[src/verilog/adc_sel_pkg.sv]
/*
 * Constants for the converter input and reference selection block.
 * Assumes a single 100 MHz clock and an APB master with 32-bit data.
 */
// Summary of operation
// - Five-bit channel code; codes 0 to 19 route external inputs 0 to 19.
// - Codes 20,21,22,23,31 pick temperature, regulator, supply, ground, none.
// - Two-bit gain field picks 1x, 0.75x, 0.5x or 0.25x.
// - Resolution selectable between 12-bit and 10-bit single-ended.
// - Reference field picks fast internal, supply, regulator or pin; ground bit.
// - Fast internal reference enabled only while a conversion needs it.
// - Ground bit set uses analog ground pin during tracking and conversion.
// - Temperature sensor input samples against internal chip ground during tracking.
// - Fast internal reference forces internal ground during conversion.
// - Trigger from software, external pin, timer or logic events.
// - Separate interrupt flags for conversion done and window match.
// - Several successive conversions accumulate into one output value.
// - Writing one to busy bit starts conversion under software trigger.
// - After the requested count accumulates, the done flag is set.
package adc_sel_pkg;
    localparam logic [11:0] OFF_CTRL0  = 12'h000; // gain, busy, start
    localparam logic [11:0] OFF_CTRL1  = 12'h004; // bits, trigger, repeat
    localparam logic [11:0] OFF_CHAN   = 12'h008;
    localparam logic [11:0] OFF_REF    = 12'h00c;
    localparam logic [11:0] OFF_STATUS = 12'h010; // write one to clear
    localparam logic [11:0] OFF_MASK   = 12'h014;
    localparam logic [11:0] OFF_DATA   = 12'h018;
    localparam logic [11:0] OFF_WINLO  = 12'h01c;
    localparam logic [11:0] OFF_WINHI  = 12'h020;
    localparam logic [11:0] OFF_STATE  = 12'h024; // routing readback
    // Control 0 fields
    localparam int CTRL0_GAIN_LSB = 0;
    localparam int CTRL0_BUSY_BIT = 4;
    // Control 1 fields
    localparam int CTRL1_BITS_BIT = 0;
    localparam int CTRL1_TRIG_LSB = 1;
    localparam int CTRL1_RPT_LSB  = 4;
    // Reference fields
    localparam int REF_SEL_LSB = 0;
    localparam int REF_GND_BIT = 2;
    // Status bits
    localparam int ST_DONE = 0;
    localparam int ST_WIN  = 1;
    // Channel codes
    localparam logic [4:0] CH_LAST_EXT = 5'h13;
    localparam logic [4:0] CH_TEMP     = 5'h14;
    localparam logic [4:0] CH_REG      = 5'h15;
    localparam logic [4:0] CH_SUPPLY   = 5'h16;
    localparam logic [4:0] CH_GND      = 5'h17;
    localparam logic [4:0] CH_NONE     = 5'h1f;
    // Reference source codes
    localparam logic [1:0] REF_FAST   = 2'h0;
    localparam logic [1:0] REF_SUPPLY = 2'h1;
    localparam logic [1:0] REF_REG    = 2'h2;
    localparam logic [1:0] REF_PIN    = 2'h3;
    // Trigger source codes
    localparam logic [2:0] TRIG_SW    = 3'h0;
    localparam logic [2:0] TRIG_PIN   = 3'h1;
    localparam logic [2:0] TRIG_TIMER = 3'h2;
    localparam logic [2:0] TRIG_LOGIC = 3'h3;
    // Timing: tracking length in ns, conversion lengths in clock cycles
    localparam int TRACK_NS    = 100;
    localparam int CLK_NS      = 10;
    localparam int TRACK_CYC   = (TRACK_NS + CLK_NS - 1) / CLK_NS;
    localparam int CONV12_CYC  = 13;
    localparam int CONV10_CYC  = 11;
    localparam logic [31:0] RESET_WORD = 32'h0000_0000;
endpackage

[src/verilog/adc_input_reference_select.sv]
/*
 * APB register block and conversion sequencer for the converter's
 * input, gain, reference and ground selection.
 * Assumes triggers and the window data are synchronous to clk; the
 * analog result arrives on resultIn when resultValid pulses.
 */
// Our own choices: the register addresses and the APB interface to the registers.
`timescale 1ns/1ns
module adc_input_reference_select
    import adc_sel_pkg::*;
#(
    parameter int RPT_WIDTH = 3
)
(
    input  wire logic        clk,
    input  wire logic        reset,
    input  wire logic        psel,
    input  wire logic        penable,
    input  wire logic        pwrite,
    input  wire logic [11:0] paddr,
    input  wire logic [31:0] pwdata,
    output logic      [31:0] prdata,
    output logic             pready,
    output logic             pslverr,
    input  wire logic        trigPin,
    input  wire logic        trigTimer,
    input  wire logic        trigLogic,
    input  wire logic        resultValid,
    input  wire logic [11:0] resultIn,
    output logic      [19:0] extSelect,
    output logic      [3:0]  intSelect,
    output logic             useAgnd,
    output logic      [1:0]  gainSelect,
    output logic      [1:0]  refSource,
    output logic             fastRefEnable,
    output logic             tenBitMode,
    output logic             trackPhase,
    output logic             convPhase,
    output logic             irq
);
    typedef enum logic [1:0] {IDLE, TRACK, CONV} phase_t;

    typedef struct packed {
        logic [1:0]  gain;
        logic        tenBit;
        logic [2:0]  trig;
        logic [RPT_WIDTH-1:0] rpt;
        logic [4:0]  chan;
        logic [1:0]  refSel;
        logic        gndSel;
        logic [1:0]  status;
        logic [1:0]  mask;
        logic [15:0] winLo;
        logic [15:0] winHi;
        logic [15:0] acc;
        logic [15:0] data;
        logic [7:0]  done; // Holds up to 128 results
        logic [7:0]  cnt;
        phase_t      phase;
        logic        pinPrev;
        logic        timerPrev;
        logic        logicPrev;
        logic [31:0] rdata;
        logic        ready;
        logic        err;
        logic [19:0] ext;
        logic [3:0]  intl;
        logic        analog_ground_pin;
        logic        fastEn;
        logic        irq;
    } state_t;

    state_t st_ff;
    state_t nxt_st;

    logic [19:0] decExt;
    logic [3:0]  decInt;
    logic        decAgnd;

    // Depth of accumulation beyond 16 full-scale results would overflow the 16-bit sum
    initial begin
        if (RPT_WIDTH < 1 || RPT_WIDTH > 3) begin
            $error("RPT_WIDTH must be 1..3");
        end
    end

    // Number of conversions requested: 2 to the power of the field
    function automatic logic [7:0] rptCount(logic [RPT_WIDTH-1:0] f);
        rptCount = 8'h01 << f;
    endfunction

    // Register address match on the exact byte address
    function automatic logic hit(logic [11:0] a, logic [11:0] off);
        hit = (a == off);
    endfunction

    adc_route_decode u_route (
        .chanCode   (st_ff.chan),
        .refSel     (st_ff.refSel),
        .gndSel     (st_ff.gndSel),
        .tracking   (nxt_st.phase == TRACK),
        .converting (nxt_st.phase == CONV),
        .extSelect  (decExt),
        .intSelect  (decInt),
        .useAgnd    (decAgnd)
    );

    // Whole next state: bus, trigger, sequencer and interrupt
    always_comb begin
        logic access;
        logic wr;
        logic start;
        logic [1:0] setEv;
        logic [15:0] sum;
        access = psel && penable && !st_ff.ready;
        wr = access && pwrite;
        start = 1'b0;
        setEv = 2'b00;
        sum = st_ff.acc + {4'h0, resultIn};
        nxt_st = st_ff;
        nxt_st.ready = access;
        nxt_st.err = 1'b0;
        nxt_st.pinPrev = trigPin;
        nxt_st.timerPrev = trigTimer;
        nxt_st.logicPrev = trigLogic;

        // Trigger selection: edges from hardware sources
        case (st_ff.trig)
            TRIG_SW: start = wr && hit(paddr, OFF_CTRL0)
                && pwdata[CTRL0_BUSY_BIT];
            TRIG_PIN: start = trigPin && !st_ff.pinPrev;
            TRIG_TIMER: start = trigTimer && !st_ff.timerPrev;
            TRIG_LOGIC: start = trigLogic && !st_ff.logicPrev;
            default: start = 1'b0;
        endcase

        // Register writes
        if (wr) begin
            case (paddr)
                OFF_CTRL0: nxt_st.gain = pwdata[CTRL0_GAIN_LSB +: 2];
                OFF_CTRL1: begin
                    nxt_st.tenBit = pwdata[CTRL1_BITS_BIT];
                    nxt_st.trig = pwdata[CTRL1_TRIG_LSB +: 3];
                    nxt_st.rpt = pwdata[CTRL1_RPT_LSB +: RPT_WIDTH];
                end
                OFF_CHAN: nxt_st.chan = pwdata[4:0];
                OFF_REF: begin
                    nxt_st.refSel = pwdata[REF_SEL_LSB +: 2];
                    nxt_st.gndSel = pwdata[REF_GND_BIT];
                end
                OFF_STATUS: nxt_st.status = st_ff.status & ~pwdata[1:0];
                OFF_MASK: nxt_st.mask = pwdata[1:0];
                OFF_WINLO: nxt_st.winLo = pwdata[15:0];
                OFF_WINHI: nxt_st.winHi = pwdata[15:0];
                OFF_DATA, OFF_STATE: ;
                default: nxt_st.err = 1'b1;
            endcase
        end

        // Sequencer: track, convert, repeat until count reached
        case (st_ff.phase)
            IDLE: begin
                if (start) begin
                    nxt_st.phase = TRACK;
                    nxt_st.cnt = 8'(TRACK_CYC);
                    nxt_st.acc = 16'h0000;
                    nxt_st.done = '0;
                end
            end
            TRACK: begin
                if (st_ff.cnt <= 8'h01) begin
                    nxt_st.phase = CONV;
                    nxt_st.cnt = st_ff.tenBit ? 8'(CONV10_CYC)
                                              : 8'(CONV12_CYC);
                end else begin
                    nxt_st.cnt = st_ff.cnt - 8'h01;
                end
            end
            CONV: begin
                if (st_ff.cnt > 8'h01) begin
                    nxt_st.cnt = st_ff.cnt - 8'h01;
                end
                if (resultValid) begin
                    nxt_st.acc = sum;
                    nxt_st.done = st_ff.done + 1'b1;
                    if (st_ff.done + 8'h01
                        >= rptCount(st_ff.rpt)) begin
                        nxt_st.phase = IDLE;
                        nxt_st.data = sum;
                        setEv[ST_DONE] = 1'b1;
                        setEv[ST_WIN] = (sum >= st_ff.winLo)
                            && (sum <= st_ff.winHi);
                    end else begin
                        nxt_st.phase = TRACK;
                        nxt_st.cnt = 8'(TRACK_CYC);
                    end
                end
            end
            default: nxt_st.phase = IDLE;
        endcase

        // New events win over a clear in the same cycle
        nxt_st.status = nxt_st.status | setEv;

        // Read mux
        nxt_st.rdata = 32'h0000_0000;
        if (access && !pwrite) begin
            case (paddr)
                OFF_CTRL0: nxt_st.rdata = {27'h0, st_ff.phase != IDLE,
                                           2'h0, st_ff.gain};
                OFF_CTRL1: nxt_st.rdata = 32'(st_ff.rpt) << CTRL1_RPT_LSB
                    | {28'h0, st_ff.trig, st_ff.tenBit};
                OFF_CHAN: nxt_st.rdata = {27'h0, st_ff.chan};
                OFF_REF: nxt_st.rdata = {29'h0, st_ff.gndSel, st_ff.refSel};
                OFF_STATUS: nxt_st.rdata = {30'h0, st_ff.status};
                OFF_MASK: nxt_st.rdata = {30'h0, st_ff.mask};
                OFF_DATA: nxt_st.rdata = {16'h0, st_ff.data};
                OFF_WINLO: nxt_st.rdata = {16'h0, st_ff.winLo};
                OFF_WINHI: nxt_st.rdata = {16'h0, st_ff.winHi};
                OFF_STATE: nxt_st.rdata = {6'h0, st_ff.fastEn, st_ff.analog_ground_pin,
                                           st_ff.intl, st_ff.ext};
                default: nxt_st.err = 1'b1;
            endcase
        end

        // Routing registered so extSelect, intSelect and useAgnd come from flip-flops
        nxt_st.ext = decExt;
        nxt_st.intl = decInt;
        nxt_st.analog_ground_pin = decAgnd;
        // Fast reference powered only through a conversion cycle
        nxt_st.fastEn = (st_ff.refSel == REF_FAST)
            && (nxt_st.phase != IDLE);
        nxt_st.irq = |(nxt_st.status & nxt_st.mask);
    end

    // State register with synchronous reset
    always_ff @(posedge clk) begin
        if (reset) begin
            st_ff <= '0;
            st_ff.chan <= CH_NONE;
            st_ff.phase <= IDLE;
        end else begin
            st_ff <= nxt_st;
        end
    end

    assign prdata = st_ff.rdata;
    assign pready = st_ff.ready;
    assign pslverr = st_ff.err;
    assign extSelect = st_ff.ext;
    assign intSelect = st_ff.intl;
    assign useAgnd = st_ff.analog_ground_pin;
    assign gainSelect = st_ff.gain;
    assign refSource = st_ff.refSel;
    assign fastRefEnable = st_ff.fastEn;
    assign tenBitMode = st_ff.tenBit;
    assign trackPhase = st_ff.phase == TRACK;
    assign convPhase = st_ff.phase == CONV;
    assign irq = st_ff.irq;
endmodule // adc_input_reference_select

[src/verilog/adc_route_decode.sv]
/*
 * Channel and ground routing decode for the converter front end.
 * Assumes codes are stable registered values; phase flags are next-state decodes.
 */
`timescale 1ns/1ns
module adc_route_decode
    import adc_sel_pkg::*;
(
    input  wire logic [4:0]  chanCode,
    input  wire logic [1:0]  refSel,
    input  wire logic        gndSel,
    input  wire logic        tracking,
    input  wire logic        converting,
    output logic      [19:0] extSelect,
    output logic      [3:0]  intSelect,
    output logic             useAgnd
);
    // One-hot external pins, internal sources as temp/reg/supply/gnd
    always_comb begin
        extSelect = 20'h00000;
        intSelect = 4'h0;
        if (chanCode <= CH_LAST_EXT) begin
            extSelect[chanCode] = 1'b1;
        end else begin
            case (chanCode)
                CH_TEMP:   intSelect = 4'h1;
                CH_REG:    intSelect = 4'h2;
                CH_SUPPLY: intSelect = 4'h4;
                CH_GND:    intSelect = 4'h8;
                default:   intSelect = 4'h0;
            endcase
        end
    end

    // Analog ground only when no override claims the phase
    always_comb begin
        useAgnd = gndSel && (tracking || converting);
        if (chanCode == CH_TEMP && tracking) begin
            useAgnd = 1'b0;
        end
        if (refSel == REF_FAST && converting) begin
            useAgnd = 1'b0;
        end
    end
endmodule // adc_route_decode

[config.mk]
export PLATFORM = sky130hd
export DESIGN_NAME = adc_input_reference_select
export DESIGN_NICKNAME = d
export VERILOG_FILES = /design/src/verilog/adc_sel_pkg.sv /design/src/verilog/adc_input_reference_select.sv /design/src/verilog/adc_route_decode.sv
export SDC_FILE = /design/constraint.sdc
export NUM_CORES = 1
export LEC_CHECK = 0
export ABC_AREA = 1
export BUFFER_PORTS_ARGS = -buffer_cell sky130_fd_sc_hd__buf_2
export CAP_MARGIN = 0
export CELL_PAD_IN_SITES_DETAIL_PLACEMENT = 1
export CELL_PAD_IN_SITES_GLOBAL_PLACEMENT = 2
export CORE_MARGIN = 10
export CORE_UTILIZATION = 35
export CTS_CLUSTER_SIZE = 25
export DETAILED_ROUTE_END_ITERATION = 16
export GPL_TIMING_DRIVEN = 0
export PLACE_DENSITY = 0.95
export SLEW_MARGIN = 20
export SYNTH_ARGS = -nofsm -noshare
export SYNTH_HDL_FRONTEND = slang
export SYNTH_SLANG_ARGS = --single-unit
export TNS_END_PERCENT = 10
[constraint.sdc]
create_clock -name clk -period 5.8 [get_ports clk]
set_input_delay 1.16 -clock clk [delete_from_list [all_inputs] [get_ports clk]]
set_output_delay 1.16 -clock clk [all_outputs]
set_load 0.01 [all_outputs]
==> metrics.csv, run 1 <==
stage;metric;value;unit
outcome;status;finished clean;
critical_path;r2r startpoint;st_ff[106]$_SDFFE_PP0P_;
layout;storage element area;0.00322;mm²
clock_network;CTS resizes;0;
clock_network;H-tree depth;4;
clock_network;Worst-Skew Late Latency;430;ps
drt;vias after detailed routing;8544;
layout;layout cell share with drive strength beyond 1;0.176;
clock_network;CTS Buffer Depth;2;
die;Starting Density;0.354;
timing;Worst Max-Slew Pin Slew;812;ps
drt;post-route DRC violation count;0;
timing;Fin. Hold Viols;0;
layout;Layout Nets;1485;
yosys;yosys warns;0;
yosys;Synth Area per Inst;7.25;µm²
layout;area delta synth->final;17.7;%
critical_path;worst reg-to-reg setup slack;2430;ps
grt;total grt overflow;0;
yosys;count of state elements after synthesis;161;
yosys;Syn Inst Count;1222;
job;max_cap viols;0;
pwr;PwrDens;226;mW/mm²
critical_path;critical path required time;6170;ps
timing;Slew HR;0.458;
critical_path;WP data arrival;4250;ps
grt;antenna violations before repair;0;
timing;Layout Skew;13.5;ps
placement;DP Wirelength;23400;µm
yosys;Seq/Total Area, Yosys;0.364;
critical_path;CP Max Fanout;4;
hold_path;Worst Hold Class;flop to flop;
timing;fmax;258;MHz
yosys;leading area contributor after synthesis;dfxtp_1;
die;row count;58;
yosys;Area contributors post-synth;dfxtp_1 (36%), ha_1 (8.9%), nand2_1 (8.8%), nor2_1 (7.2%), a21oi_1 (5.9%);
yosys;Distinct cells, synth;40;
yosys;Synth top area share;0.364;
yosys;area of the mapped netlist;0.00886;mm²
critical_path;Worst setup EP type;flop;
timing;Tmin final;3880;ps
timing;Setup TNS Final;0;ps
clock_network;CTS Root Cell;clkbuf_16;
critical_path;crit path kind;primary input to flop;
grt;Tot GR Track Use;0.179;
layout;area of the multi-input gates;0.00449;mm²
die;core area;0.0250;mm²
layout;number of standard cells in the final layout excluding fillers;1699;
yosys;Synth top cells by count;nand2_1 (207), nor2_1 (171), dfxtp_1 (161);
clock_network;hold buffer count at CTS;0;
layout;final core occ;0.416;
timing;max-slew violation count;0;
pwr;Leak Pwr;4.80;nW
clock_network;total CTS buffers;17;
drt;WL per Instance;17.1;µm
drt;vias per cell;5.03;
drt;initial drt markers;473;
die;die area;0.0321;mm²
clock_network;CTS tree;built;
clock_network;clk sinks;161;
grt;vias in the first global route;8764;
pwr;Peak supply drop;135;µV
die;io pins;133;
drt;Post-DRT Antenna Nets;0;
placement;pre-CTS setup slack;1480;ps
yosys;most frequent cell after synthesis;nand2_1;
die;width of the die;179;µm
yosys;ys flop type;dfxtp_1;
timing;setup ws final;1920;ps
drt;Pre-Repair DR Iteration Count;5;
yosys;Post-synth EDFFs;0;
layout;filler cell count;3186;
placement;# placed instances;1667;
placement;Placer Congestion;0.890;
placement;# port buffers;110;
timing;RSZ-0062 raised after global routing;false;
clock_network;clock transition at the registers of the reported paths;70;ps
grt;pin count of the biggest net entering global routing;19;
critical_path;crit path launch;resultIn[8];
yosys;ys async rst share;0;
grt;first-pass GRT wire length;45600;µm
timing;# setup viols final;0;
hold_path;worst min-delay path startpoint;intSelect[3]$_SDFF_PP0_;
die;Chip Height;179;µm
layout;antenna cells;0;
clock_network;Post-CTS Setup Repair Bufs;0;
drt;final wirelength;29100;µm
critical_path;Startpoint Class;primary input;
timing;Final period util;0.668;
==> power by group <==
part           switching, mW  leakage (nW)  internal (mW)
combinational         0.0785          3.22         0.0398
clock                  0.550         0.285          0.578
sequential          0.000456          1.30           1.11
total                  0.629          4.80           1.72
==> layout make-up <==
class / count / share of cell area
timing repair buffer: 110 / 0.0528
clock inverter: 15 / 0.0154
multi-input combinational: 832 / 0.431
clock buffer: 17 / 0.0408
sequential: 161 / 0.309
buffer: 100 / 0.0631
inverter: 134 / 0.0482
tap: 330 / 0.0396
==> final timing paths <==
path	endpoint	cells past startpoint
worst max register to register	irq$_SDFF_PP0_	20
worst min register to register	prdata[23]$_SDFF_PP0_	2
worst max-delay path	irq$_SDFF_PP0_	21
worst min-delay path	prdata[23]$_SDFF_PP0_	2
==> metal layers <==
| layer | track usage | vias to the layer above | routed length (µm) |
|---|---|---|---|
| met5 | 0 | - | 0 |
| met4 | 0.0553 | 0 | 566 |
| met3 | 0.0282 | 33 | 1570 |
| met2 | 0.316 | 199 | 14200 |
| met1 | 0.219 | 4087 | 12800 |
| li1 | - | 4225 | - |
==> registers in the layout, indices dropped and copies added, names as in the netlist <==
name / flops
intSelect: 4
useAgnd: 1
fastRefEnable: 1
st_ff: 101
extSelect: 20
tenBitMode: 1
irq: 1
pready: 1
refSource: 2
pslverr: 1
gainSelect: 2
prdata: 26
==> placed cells by master, fill, tap and decap left out, drive strengths merged <==
| cell type | netlist | layout |
|---|---|---|
| a211oi | 23 | 23 |
| a21oi | 104 | 104 |
| a221oi | 9 | 9 |
| a31o | 1 | 1 |
| and2 | 2 | 2 |
| buf | 80 | 190 |
| clkbuf | 20 | 37 |
| clkinv | 1 | 7 |
| clkinvlp | 0 | 1 |
| conb | 1 | 6 |
| dfxtp | 161 | 161 |
| fa | 1 | 1 |
| ha | 63 | 63 |
| inv | 133 | 141 |
| nand2 | 214 | 214 |
| nand3 | 85 | 85 |
| nand3b | 4 | 4 |
| nand4 | 8 | 8 |
| nor2 | 179 | 179 |
| nor3 | 14 | 14 |
| nor4 | 1 | 1 |
| o211ai | 2 | 2 |
| o21a | 5 | 5 |
| o21ai | 72 | 72 |
| o221ai | 4 | 4 |
| o22ai | 14 | 14 |
| o31ai | 2 | 2 |
| or2 | 1 | 1 |
| xnor2 | 2 | 2 |
| xor2 | 16 | 16 |
==> critical path: stages <==
cell     delay, ps
buf_2          100
ha_1           340
a21oi_1        310
o21ai_0        170
a21oi_1        260
nand2_1        140
nand2_1         80
nand2_1         50
nand2_1        110
inv_1           90
ha_1           310
nand2_1         60
inv_1           70
nand3_1         80
nor3_1         290
nand3_1        120
nand3_1        130
nand3_1        160
nand2_1        100
nand2_1         50
nand2_1         80
==> cells by family (layout without fill, tap and decap cells) <==
family,count (synthesis),after routing,synth area share
AND/OR/NAND/NOR,508,508,0.245
adder cells (fa/ha/maj),64,64,0.0912
buffers and inverters,234,376,0.131
XOR/XNOR,18,18,0.0178
other,1,6,0.000423
AO/OA/AOI/OAI,236,236,0.150
flip-flops,161,161,0.364
==> stage by stage <==
step           hold slack [ps]  instance area (µm²)  total power [mW]
2_1_floorplan              425                 8880              1.20
3_3_place_gp               436                 9840              1.25
3_5_place_dp               440                 9840              1.25
4_1_cts                    447                10400              2.37
5_1_grt                    462                10400              2.43
6_report                   443                10400              2.35
Note: power is estimated with default switching activity, not from simulation.
==> run 2: changes to the inputs <==
ABC_AREA = 0   (was 1)
PLACE_DENSITY = 0.9   (was 0.95)
clock period = 3.6 ns   (was 5.8 ns; I/O delays follow)
==> run 2 against run 1 <==
Register-to-register slack got worse by 2300 ps. Sequential share of layout area down 0.46 points. Largest cell class unchanged. Largest power group unchanged. Combinational power is 77% higher. Critical path type unchanged. Clock power increased by 73%. Synthesized cell count fell by 16%.
==> metrics.csv, run 2 <==
stage;metric;value;unit;change
die;row count;57;;-1.7%
drt;initial drt markers;403;;-15%
hold_path;Worst Hold Class;flop to flop;;
timing;# setup viols final;0;;unchanged
critical_path;WP data arrival;3740;ps;-510 ps
critical_path;crit-path cells;buf_2 -> ha_1 -> a21o_1 -> a22oi_1 -> a21oi_4 -> o21a_1 -> xor2_1 -> ha_1 -> nand4_1 -> nand3b_1 -> a21o_1 -> o211a_1 -> o2bb2ai_4 -> nor3_1;;
grt;total grt overflow;0;;unchanged
yosys;Distinct cells, synth;79;;+98%
yosys;area of the mapped netlist;0.00879;mm²;-0.76%
placement;# port buffers;110;;unchanged
yosys;Post-Synth XOR/XNOR Area;0.0189;;+0.00113
clock_network;CTS tree;built;;
die;width of the die;178;µm;-0.34%
pwr;Power Total;3.95;mW;+68%
layout;most frequent cells in the layout;dfxtp_1 (160), buf_2 (114), nor2_1 (101);;
critical_path;CP Max Fanout;6;;+2
grt;Tot GR Track Use;0.177;;-0.00216
yosys;ys async rst share;0;;unchanged
yosys;compound-gate portion of the synthesized area;0.183;;+0.0332
yosys;mux contribution to synthesized area;0.0441;;+0.0441
yosys;Post-Synth Simple-Gate Area;0.199;;-0.0462
drt;Pre-Repair DR Iteration Count;5;;unchanged
timing;fmax;290;MHz;
yosys;Area contributors post-synth;dfxtp_1 (37%), ha_1 (9.0%), buf_4 (5.2%), a21oi_1 (5.1%), nor2_1 (4.4%);;
placement;Cell Area, Placed;0.00977;mm²;-0.76%
clock_network;clock transition at the registers of the reported paths;70;ps;about the same
drt;final wirelength;29000;µm;-0.40%
drt;WL per Instance;19.3;µm;+13%
critical_path;Startpoint Class;primary input;;
layout;Largest register FFs;101;;unchanged
placement;DP Wirelength;22700;µm;-3.1%
yosys;Post-Synth Adder-Cell Area;0.0919;;+0.000701
critical_path;largest stage delay on the critical path;430;ps;+90 ps
critical_path;Worst path slowest cell;a22oi_1;;
drt;routed wl met3;1390;µm;-11%
layout;final core occ;0.432;;+0.0151
pwr;Peak supply drop;273;µV;+100%
timing;Slew HR;0.321;;-0.137
clock_network;total CTS buffers;17;;unchanged
layout;layout cell share with drive strength beyond 1;0.216;;+0.0404
pwr;PwrDens;373;mW/mm²;+65%
timing;Final period util;0.959;;
yosys;yosys warns;0;;unchanged
outcome;status;finished clean;;
timing;Worst Max-Slew Pin Slew;1010;ps;+198 ps
grt;vias in the first global route;8192;;-6.5%
die;io pins;133;;unchanged
yosys;Syn Inst Count;1028;;-16%
clock_network;H-tree depth;4;;unchanged
drt;vias after detailed routing;7966;;-6.8%
critical_path;crit path kind;primary input to flop;;
timing;Fin. Hold Viols;0;;unchanged
grt;antenna violations before repair;0;;unchanged
timing;setup ws final;148;ps;-1780 ps
pwr;Leak Pwr;4.31;nW;-10%
timing;RSZ-0062 raised after global routing;false;;
yosys;Synth top cells by count;dfxtp_1 (161), nor2_1 (102), a21oi_1 (90);;
yosys;count of state elements after synthesis;161;;unchanged
yosys;Post-synth EDFFs;0;;unchanged
layout;Design Area, Final;0.0106;mm²;+1.5%
timing;max-slew violation count;0;;unchanged
yosys;leading area contributor after synthesis;dfxtp_1;;
drt;metal2 WL;14300;µm;+0.63%
clock_network;CTS Root Cell;clkbuf_16;;
layout;filler cell count;2957;;-7.2%
layout;Biggest register;st_ff;;
job;max_cap viols;0;;unchanged
grt;pin count of the biggest net entering global routing;20;;+1
yosys;Synth top area share;0.367;;+0.00280
layout;area delta synth->final;20.4;%;
clock_network;clk sinks;161;;unchanged
layout;commonest non-fill, non-tap cell in the layout;dfxtp_1;;
timing;Setup TNS Final;0;ps;unchanged
timing;Layout Skew;16.2;ps;+2.65 ps
drt;post-route DRC violation count;0;;unchanged
yosys;Synth Area per Inst;8.55;µm²;+18%
layout;Layout Nets;1294;;-13%
placement;Placer Congestion;0.862;;-3.1%
drt;Post-DRT Antenna Nets;0;;unchanged
yosys;Seq/Total Area, Yosys;0.367;;+0.00280
yosys;most frequent cell after synthesis;dfxtp_1;;
die;die area;0.0319;mm²;-0.67%
yosys;ys flop type;dfxtp_1;;
drt;top sig layer;met4;;
timing;Tmin final;3450;ps;
drt;vias per cell;5.30;;+5.5%
critical_path;critical path required time;3890;ps;-2280 ps
yosys;largest family of logic cells by synthesized area;simple AND/OR/NAND/NOR gates;;
clock_network;Worst-Skew Late Latency;440;ps;about the same
die;Chip Height;178;µm;-0.34%
clock_network;CTS Buffer Depth;2;;unchanged
die;Starting Density;0.358;;+0.00450
placement;pre-CTS setup slack;-833;ps;-2310 ps
layout;antenna cells;0;;unchanged
drt;M1 WL;12800;µm;+0.41%
critical_path;Worst setup EP type;flop;;
die;core area;0.0245;mm²;-2.0%
clock_network;hold buffer count at CTS;0;;unchanged
grt;first-pass GRT wire length;44500;µm;-2.3%
run 2: cell count changes in the layout (fill, tap and decap cells not counted), sizes merged, moves of 30 or more:
| cell | change |
|---|---|
| nand2 | -134 |
| inv | -84 |
| nor2 | -77 |
| nand3 | -42 |
| o21ai | -42 |
| mux2i | +32 |
| a22oi | +30 |
run 2: worst paths after layout:
path / startpoint / depth (start not counted) / endpoint / slack [ps]
setup / recovery: resultIn[8] / 14 / st_ff[149]$_SDFF_PP0_ / 150
hold / removal: st_ff[98]$_SDFFE_PP0P_ / 2 / st_ff[98]$_SDFFE_PP0P_ / 460
setup reg to reg: st_ff[159]$_SDFFE_PP0P_ / 9 / st_ff[84]$_SDFFE_PP0P_ / 170
hold reg to reg: st_ff[98]$_SDFFE_PP0P_ / 2 / st_ff[98]$_SDFFE_PP0P_ / 460
run 2: stage by stage:
step           std cells  hold slack (ps)
2_1_floorplan       1033              431
3_3_place_gp        1467              442
3_5_place_dp        1467              454
4_1_cts             1499              463
5_1_grt             1502              489
6_report            1502              462
run 2: kinds of logic after synthesis:
group           count (synthesis)
other cells                     1
fa+ha+maj                      64
buf+inv                       159
flops                         161
xor+xnor                       19
mux                            37
compound gates                241
simple gates                  346
run 2: area by class of cell:
class | count | area [µm²] | share of cell area
multi-input combinational | 713 | 4910 | 0.463
sequential | 161 | 3220 | 0.305
buffer | 109 | 652 | 0.0616
timing repair buffer | 113 | 573 | 0.0541
clock buffer | 17 | 425 | 0.0402
tap | 324 | 405 | 0.0383
clock inverter | 15 | 213 | 0.0201
inverter | 50 | 188 | 0.0177
run 2: what timing repair did:
action,in CTS,in global routing
gates resized for setup,14,23
setup buffers,0,3
endpoints found under the setup margin,21,22
pin swaps,0,8
run 2: worst max-delay path, delay by kind of cell:
| family | cells | cell delay [ps] |
|---|---|---|
| AOI/OAI and AO/OA | 7 | 1610 |
| xor gates and xnor gates | 1 | 180 |
| adders and majority gates | 2 | 690 |
| buffers and inverters | 1 | 110 |
| and+or+nand+nor | 3 | 420 |
run 2: routing by layer:
| layer | GRT usage | vias to the layer above |
|---|---|---|
| li1 | - | 3879 |
| met1 | 0.217 | 3890 |
| met2 | 0.312 | 168 |
| met3 | 0.0288 | 29 |
| met4 | 0.0510 | 0 |
| met5 | 0 | - |
run 2: power by group:
part	internal (mW)	switching (mW)
Clock	1.02	0.943
Combinational	0.0722	0.136
Sequential	1.78	0.00101
Total	2.87	1.08
==> run 3: changes to the inputs <==
CORE_ASPECT_RATIO = 0.6   (was unset)
CORE_UTILIZATION = 36   (was 35)
CTS_BUF_LIST = sky130_fd_sc_hd__clkbuf_4   (was unset)
CTS_CLUSTER_SIZE = 40   (was 25)
PLACE_DENSITY = 0.92   (was 0.9)
==> run 3 against run 2 <==
Total power down 22%. Flip-flop and latch count did not move. Clock-buffer cell count rose by 1. Worst hold slack worse by 150 ps. Sequential share of layout area rose by 1.3 points. Register-to-register slack better by 20 ps. Clock skew up 4.1 ps. Critical path type is now flop to flop.
==> metrics.csv, run 3 (same netlist as run 2, synthesis figures left out) <==
stage;metric;value;unit;change
grt;total grt overflow;0;;unchanged
layout;filler cell count;2922;;-1.2%
die;Starting Density;0.365;;+0.00625
layout;Biggest register;st_ff;;
timing;Setup TNS Final;0;ps;unchanged
timing;Slew HR;0.447;;+0.126
timing;# setup viols final;0;;unchanged
pwr;Comb power frac;0.068;;+0.015
placement;DP Wirelength;23900;µm;+5.7%
layout;commonest non-fill, non-tap cell in the layout;dfxtp_1;;
pwr;Leak Pwr;4.13;nW;-4.3%
pwr;Switching Share;0.296;;+0.0228
timing;Layout Skew;20.3;ps;+4.09 ps
critical_path;Worst setup EP type;flop;;
pwr;Peak supply drop;189;µV;-31%
critical_path;worst reg-to-reg setup slack;190;ps;+20 ps
critical_path;WP data arrival;3950;ps;+210 ps
critical_path;largest stage delay on the critical path;490;ps;+60 ps
clock_network;clock transition at the registers of the reported paths;160;ps;+90 ps
pwr;part of the power in registers;0.582;;+0.131
critical_path;Startpoint Class;flop;;
job;max_cap viols;0;;unchanged
clock_network;clk sinks;161;;unchanged
drt;initial drt markers;618;;+53%
layout;antenna cells;0;;unchanged
die;Chip Height;141;µm;-21%
die;die area;0.0313;mm²;-1.8%
critical_path;crit-path cells;ha_1 -> fa_2 -> a211oi_2 -> o21a_2 -> o31ai_1 -> xor2_1 -> ha_1 -> and4_1 -> nand3b_1 -> a21o_1 -> o211a_1 -> o2bb2ai_4 -> o31ai_4;;
clock_network;CTS Root Cell;clkbuf_4;;
hold_path;hold endpoint;st_ff[62]$_SDFF_PP0_;;
drt;vias after detailed routing;7993;;+0.34%
grt;pin count of the biggest net entering global routing;17;;-15%
critical_path;crit path kind;flop to flop;;
critical_path;CP Max Fanout;4;;-2
drt;Pre-Repair DR Iteration Count;5;;unchanged
die;width of the die;222;µm;+24%
grt;Tot GR Track Use;0.187;;+0.0103
critical_path;critical path required time;4140;ps;+250 ps
hold_path;Worst Hold Class;primary input to flop;;
timing;Final period util;0.948;;-0.0109
hold_path;worst hold path depth;2;;unchanged
placement;# port buffers;110;;unchanged
die;io pins;133;;unchanged
grt;vias in the first global route;7976;;-2.6%
layout;Largest register FFs;101;;unchanged
timing;Tmin final;3410;ps;-39.3 ps
drt;WL per Instance;20.1;µm;+4.2%
layout;number of standard cells in the final layout excluding fillers;1497;;-0.33%
drt;Post-DRT Antenna Nets;0;;unchanged
pwr;PwrDens;302;mW/mm²;-19%
drt;post-route DRC violation count;0;;unchanged
hold_path;worst min-delay path startpoint;trigTimer;;
critical_path;r2r startpoint;st_ff[98]$_SDFFE_PP0P_;;
grt;first-pass GRT wire length;46700;µm;+5.0%
critical_path;FF-to-FF End;irq$_SDFF_PP0_;;
pwr;Clock Power Share;0.349;;-0.147
clock_network;hold buffer count at CTS;0;;unchanged
timing;fmax;293;MHz;+1.2%
clock_network;CTS Buffer Depth;2;;unchanged
pwr;Sw Pwr;0.908;mW;-16%
die;core area;0.0241;mm²;-1.7%
pwr;P_int;2.16;mW;-25%
outcome;status;finished clean;;
layout;most frequent cells in the layout;dfxtp_1 (159), buf_2 (114), nor2_1 (101);;
timing;Worst Max-Slew Pin Slew;823;ps;-187 ps
layout;Layout Nets;1291;;-0.23%
placement;# placed instances;1465;;-0.14%
clock_network;H-tree depth;4;;unchanged
timing;Fin. Hold Viols;0;;unchanged
layout;layout cell share with drive strength beyond 1;0.210;;-0.00626
clock_network;CTS tree;built;;
clock_network;total CTS buffers;17;;unchanged
grt;antenna violations before repair;1;;+1
drt;vias per cell;5.34;;+0.67%
clock_network;Worst-Skew Late Latency;620;ps;+180 ps
drt;final wirelength;30100;µm;+3.9%
layout;area delta synth->final;15.7;%;
die;row count;44;;-23%
critical_path;Most common cell on crit path;ha_1;;
critical_path;cell count of the worst reg-to-reg path;13;;+4
critical_path;Worst path slowest cell;xor2_1;;
timing;max-slew violation count;0;;unchanged
placement;Placer Congestion;0.858;;-0.46%
[run 3: changes by cell type in the layout (fill, tap and decap cells not counted), sizes merged]
cell,before,now
clkinv,7,5
inv,57,58
clkinvlp,0,1
buf,182,180
bufinv,1,0
[run 3: metrics by stage]
step | instance area [µm²] | hold slack (ps) | worst slack (ps) | util | power [mW]
2_1_floorplan | 8810 | 431 | 51.7 | - | 1.93
3_3_place_gp | 9760 | 444 | -727 | 0.405 | 2.02
3_5_place_dp | 9760 | 455 | -883 | 0.405 | 2.03
4_1_cts | 10100 | 305 | 9.41 | 0.418 | 3.06
5_1_grt | 10200 | 303 | -19.3 | 0.422 | 3.18
6_report | 10200 | 310 | 187 | 0.422 | 3.07
[run 3: final cells by class]
type,count,area [µm²],area share
Clock inverter,14,118,0.0116
Sequential cell,161,3230,0.317
Multi-Input combinational cell,713,4900,0.482
Inverter,50,188,0.0185
Clock buffer,18,135,0.0133
Buffer,109,651,0.0640
Tap cell,322,403,0.0396
Timing Repair Buffer,110,551,0.0541
[run 3: per-layer routing]
layer | up-vias | wire length (µm) | part of all wire | GRT usage
met5 | - | 17 | 0.00056 | 0
met4 | 2 | 216 | 0.0072 | 0.0299
met1 | 3888 | 16000 | 0.53 | 0.283
met3 | 24 | 1840 | 0.061 | 0.0434
met2 | 217 | 12000 | 0.40 | 0.264
li1 | 3862 | - | - | -
[run 3: worst max path at each step]
stage                     endpoint  cells past startpoint                     from  slack, ps
floorplan           irq$_SDFF_PP0_                     14              resultIn[0]         50
global placement    irq$_SDFF_PP0_                     15              resultIn[2]       -730
detailed placement  irq$_SDFF_PP0_                     15              resultIn[0]       -880
CTS                 irq$_SDFF_PP0_                     14   st_ff[98]$_SDFFE_PP0P_          9
global route        irq$_SDFF_PP0_                     14  st_ff[100]$_SDFFE_PP0P_        -20
finish              irq$_SDFF_PP0_                     13   st_ff[98]$_SDFFE_PP0P_        190
[run 3: repair_timing]
action / CTS / global route
buffers inserted: 0 / 0
gates cloned: 0 / 0
endpoints found under the setup margin: 23 / 25
pin swaps: 0 / 2
gates resized for setup: 12 / 23
[run 3: worst max-delay path: cells and delay by family, from the launching register on]
| kind | cells | cell delay (ps) |
|---|---|---|
| AOI/OAI and AO/OA | 7 | 1220 |
| adders and majority gates | 3 | 950 |
| xor gates and xnor gates | 1 | 490 |
| DFF | 1 | 340 |
| and+or+nand+nor | 2 | 330 |
[run 3: power groups by stage]
stage / logic (mW) / clock network, mW / registers [mW]
6_report: 0.209 / 1.07 / 1.79
5_1_grt: 0.227 / 1.17 / 1.79
4_1_cts: 0.203 / 1.07 / 1.79
3_5_place_dp: 0.201 / 0 / 1.82
3_3_place_gp: 0.195 / 0 / 1.82
2_1_floorplan: 0.105 / 0 / 1.82
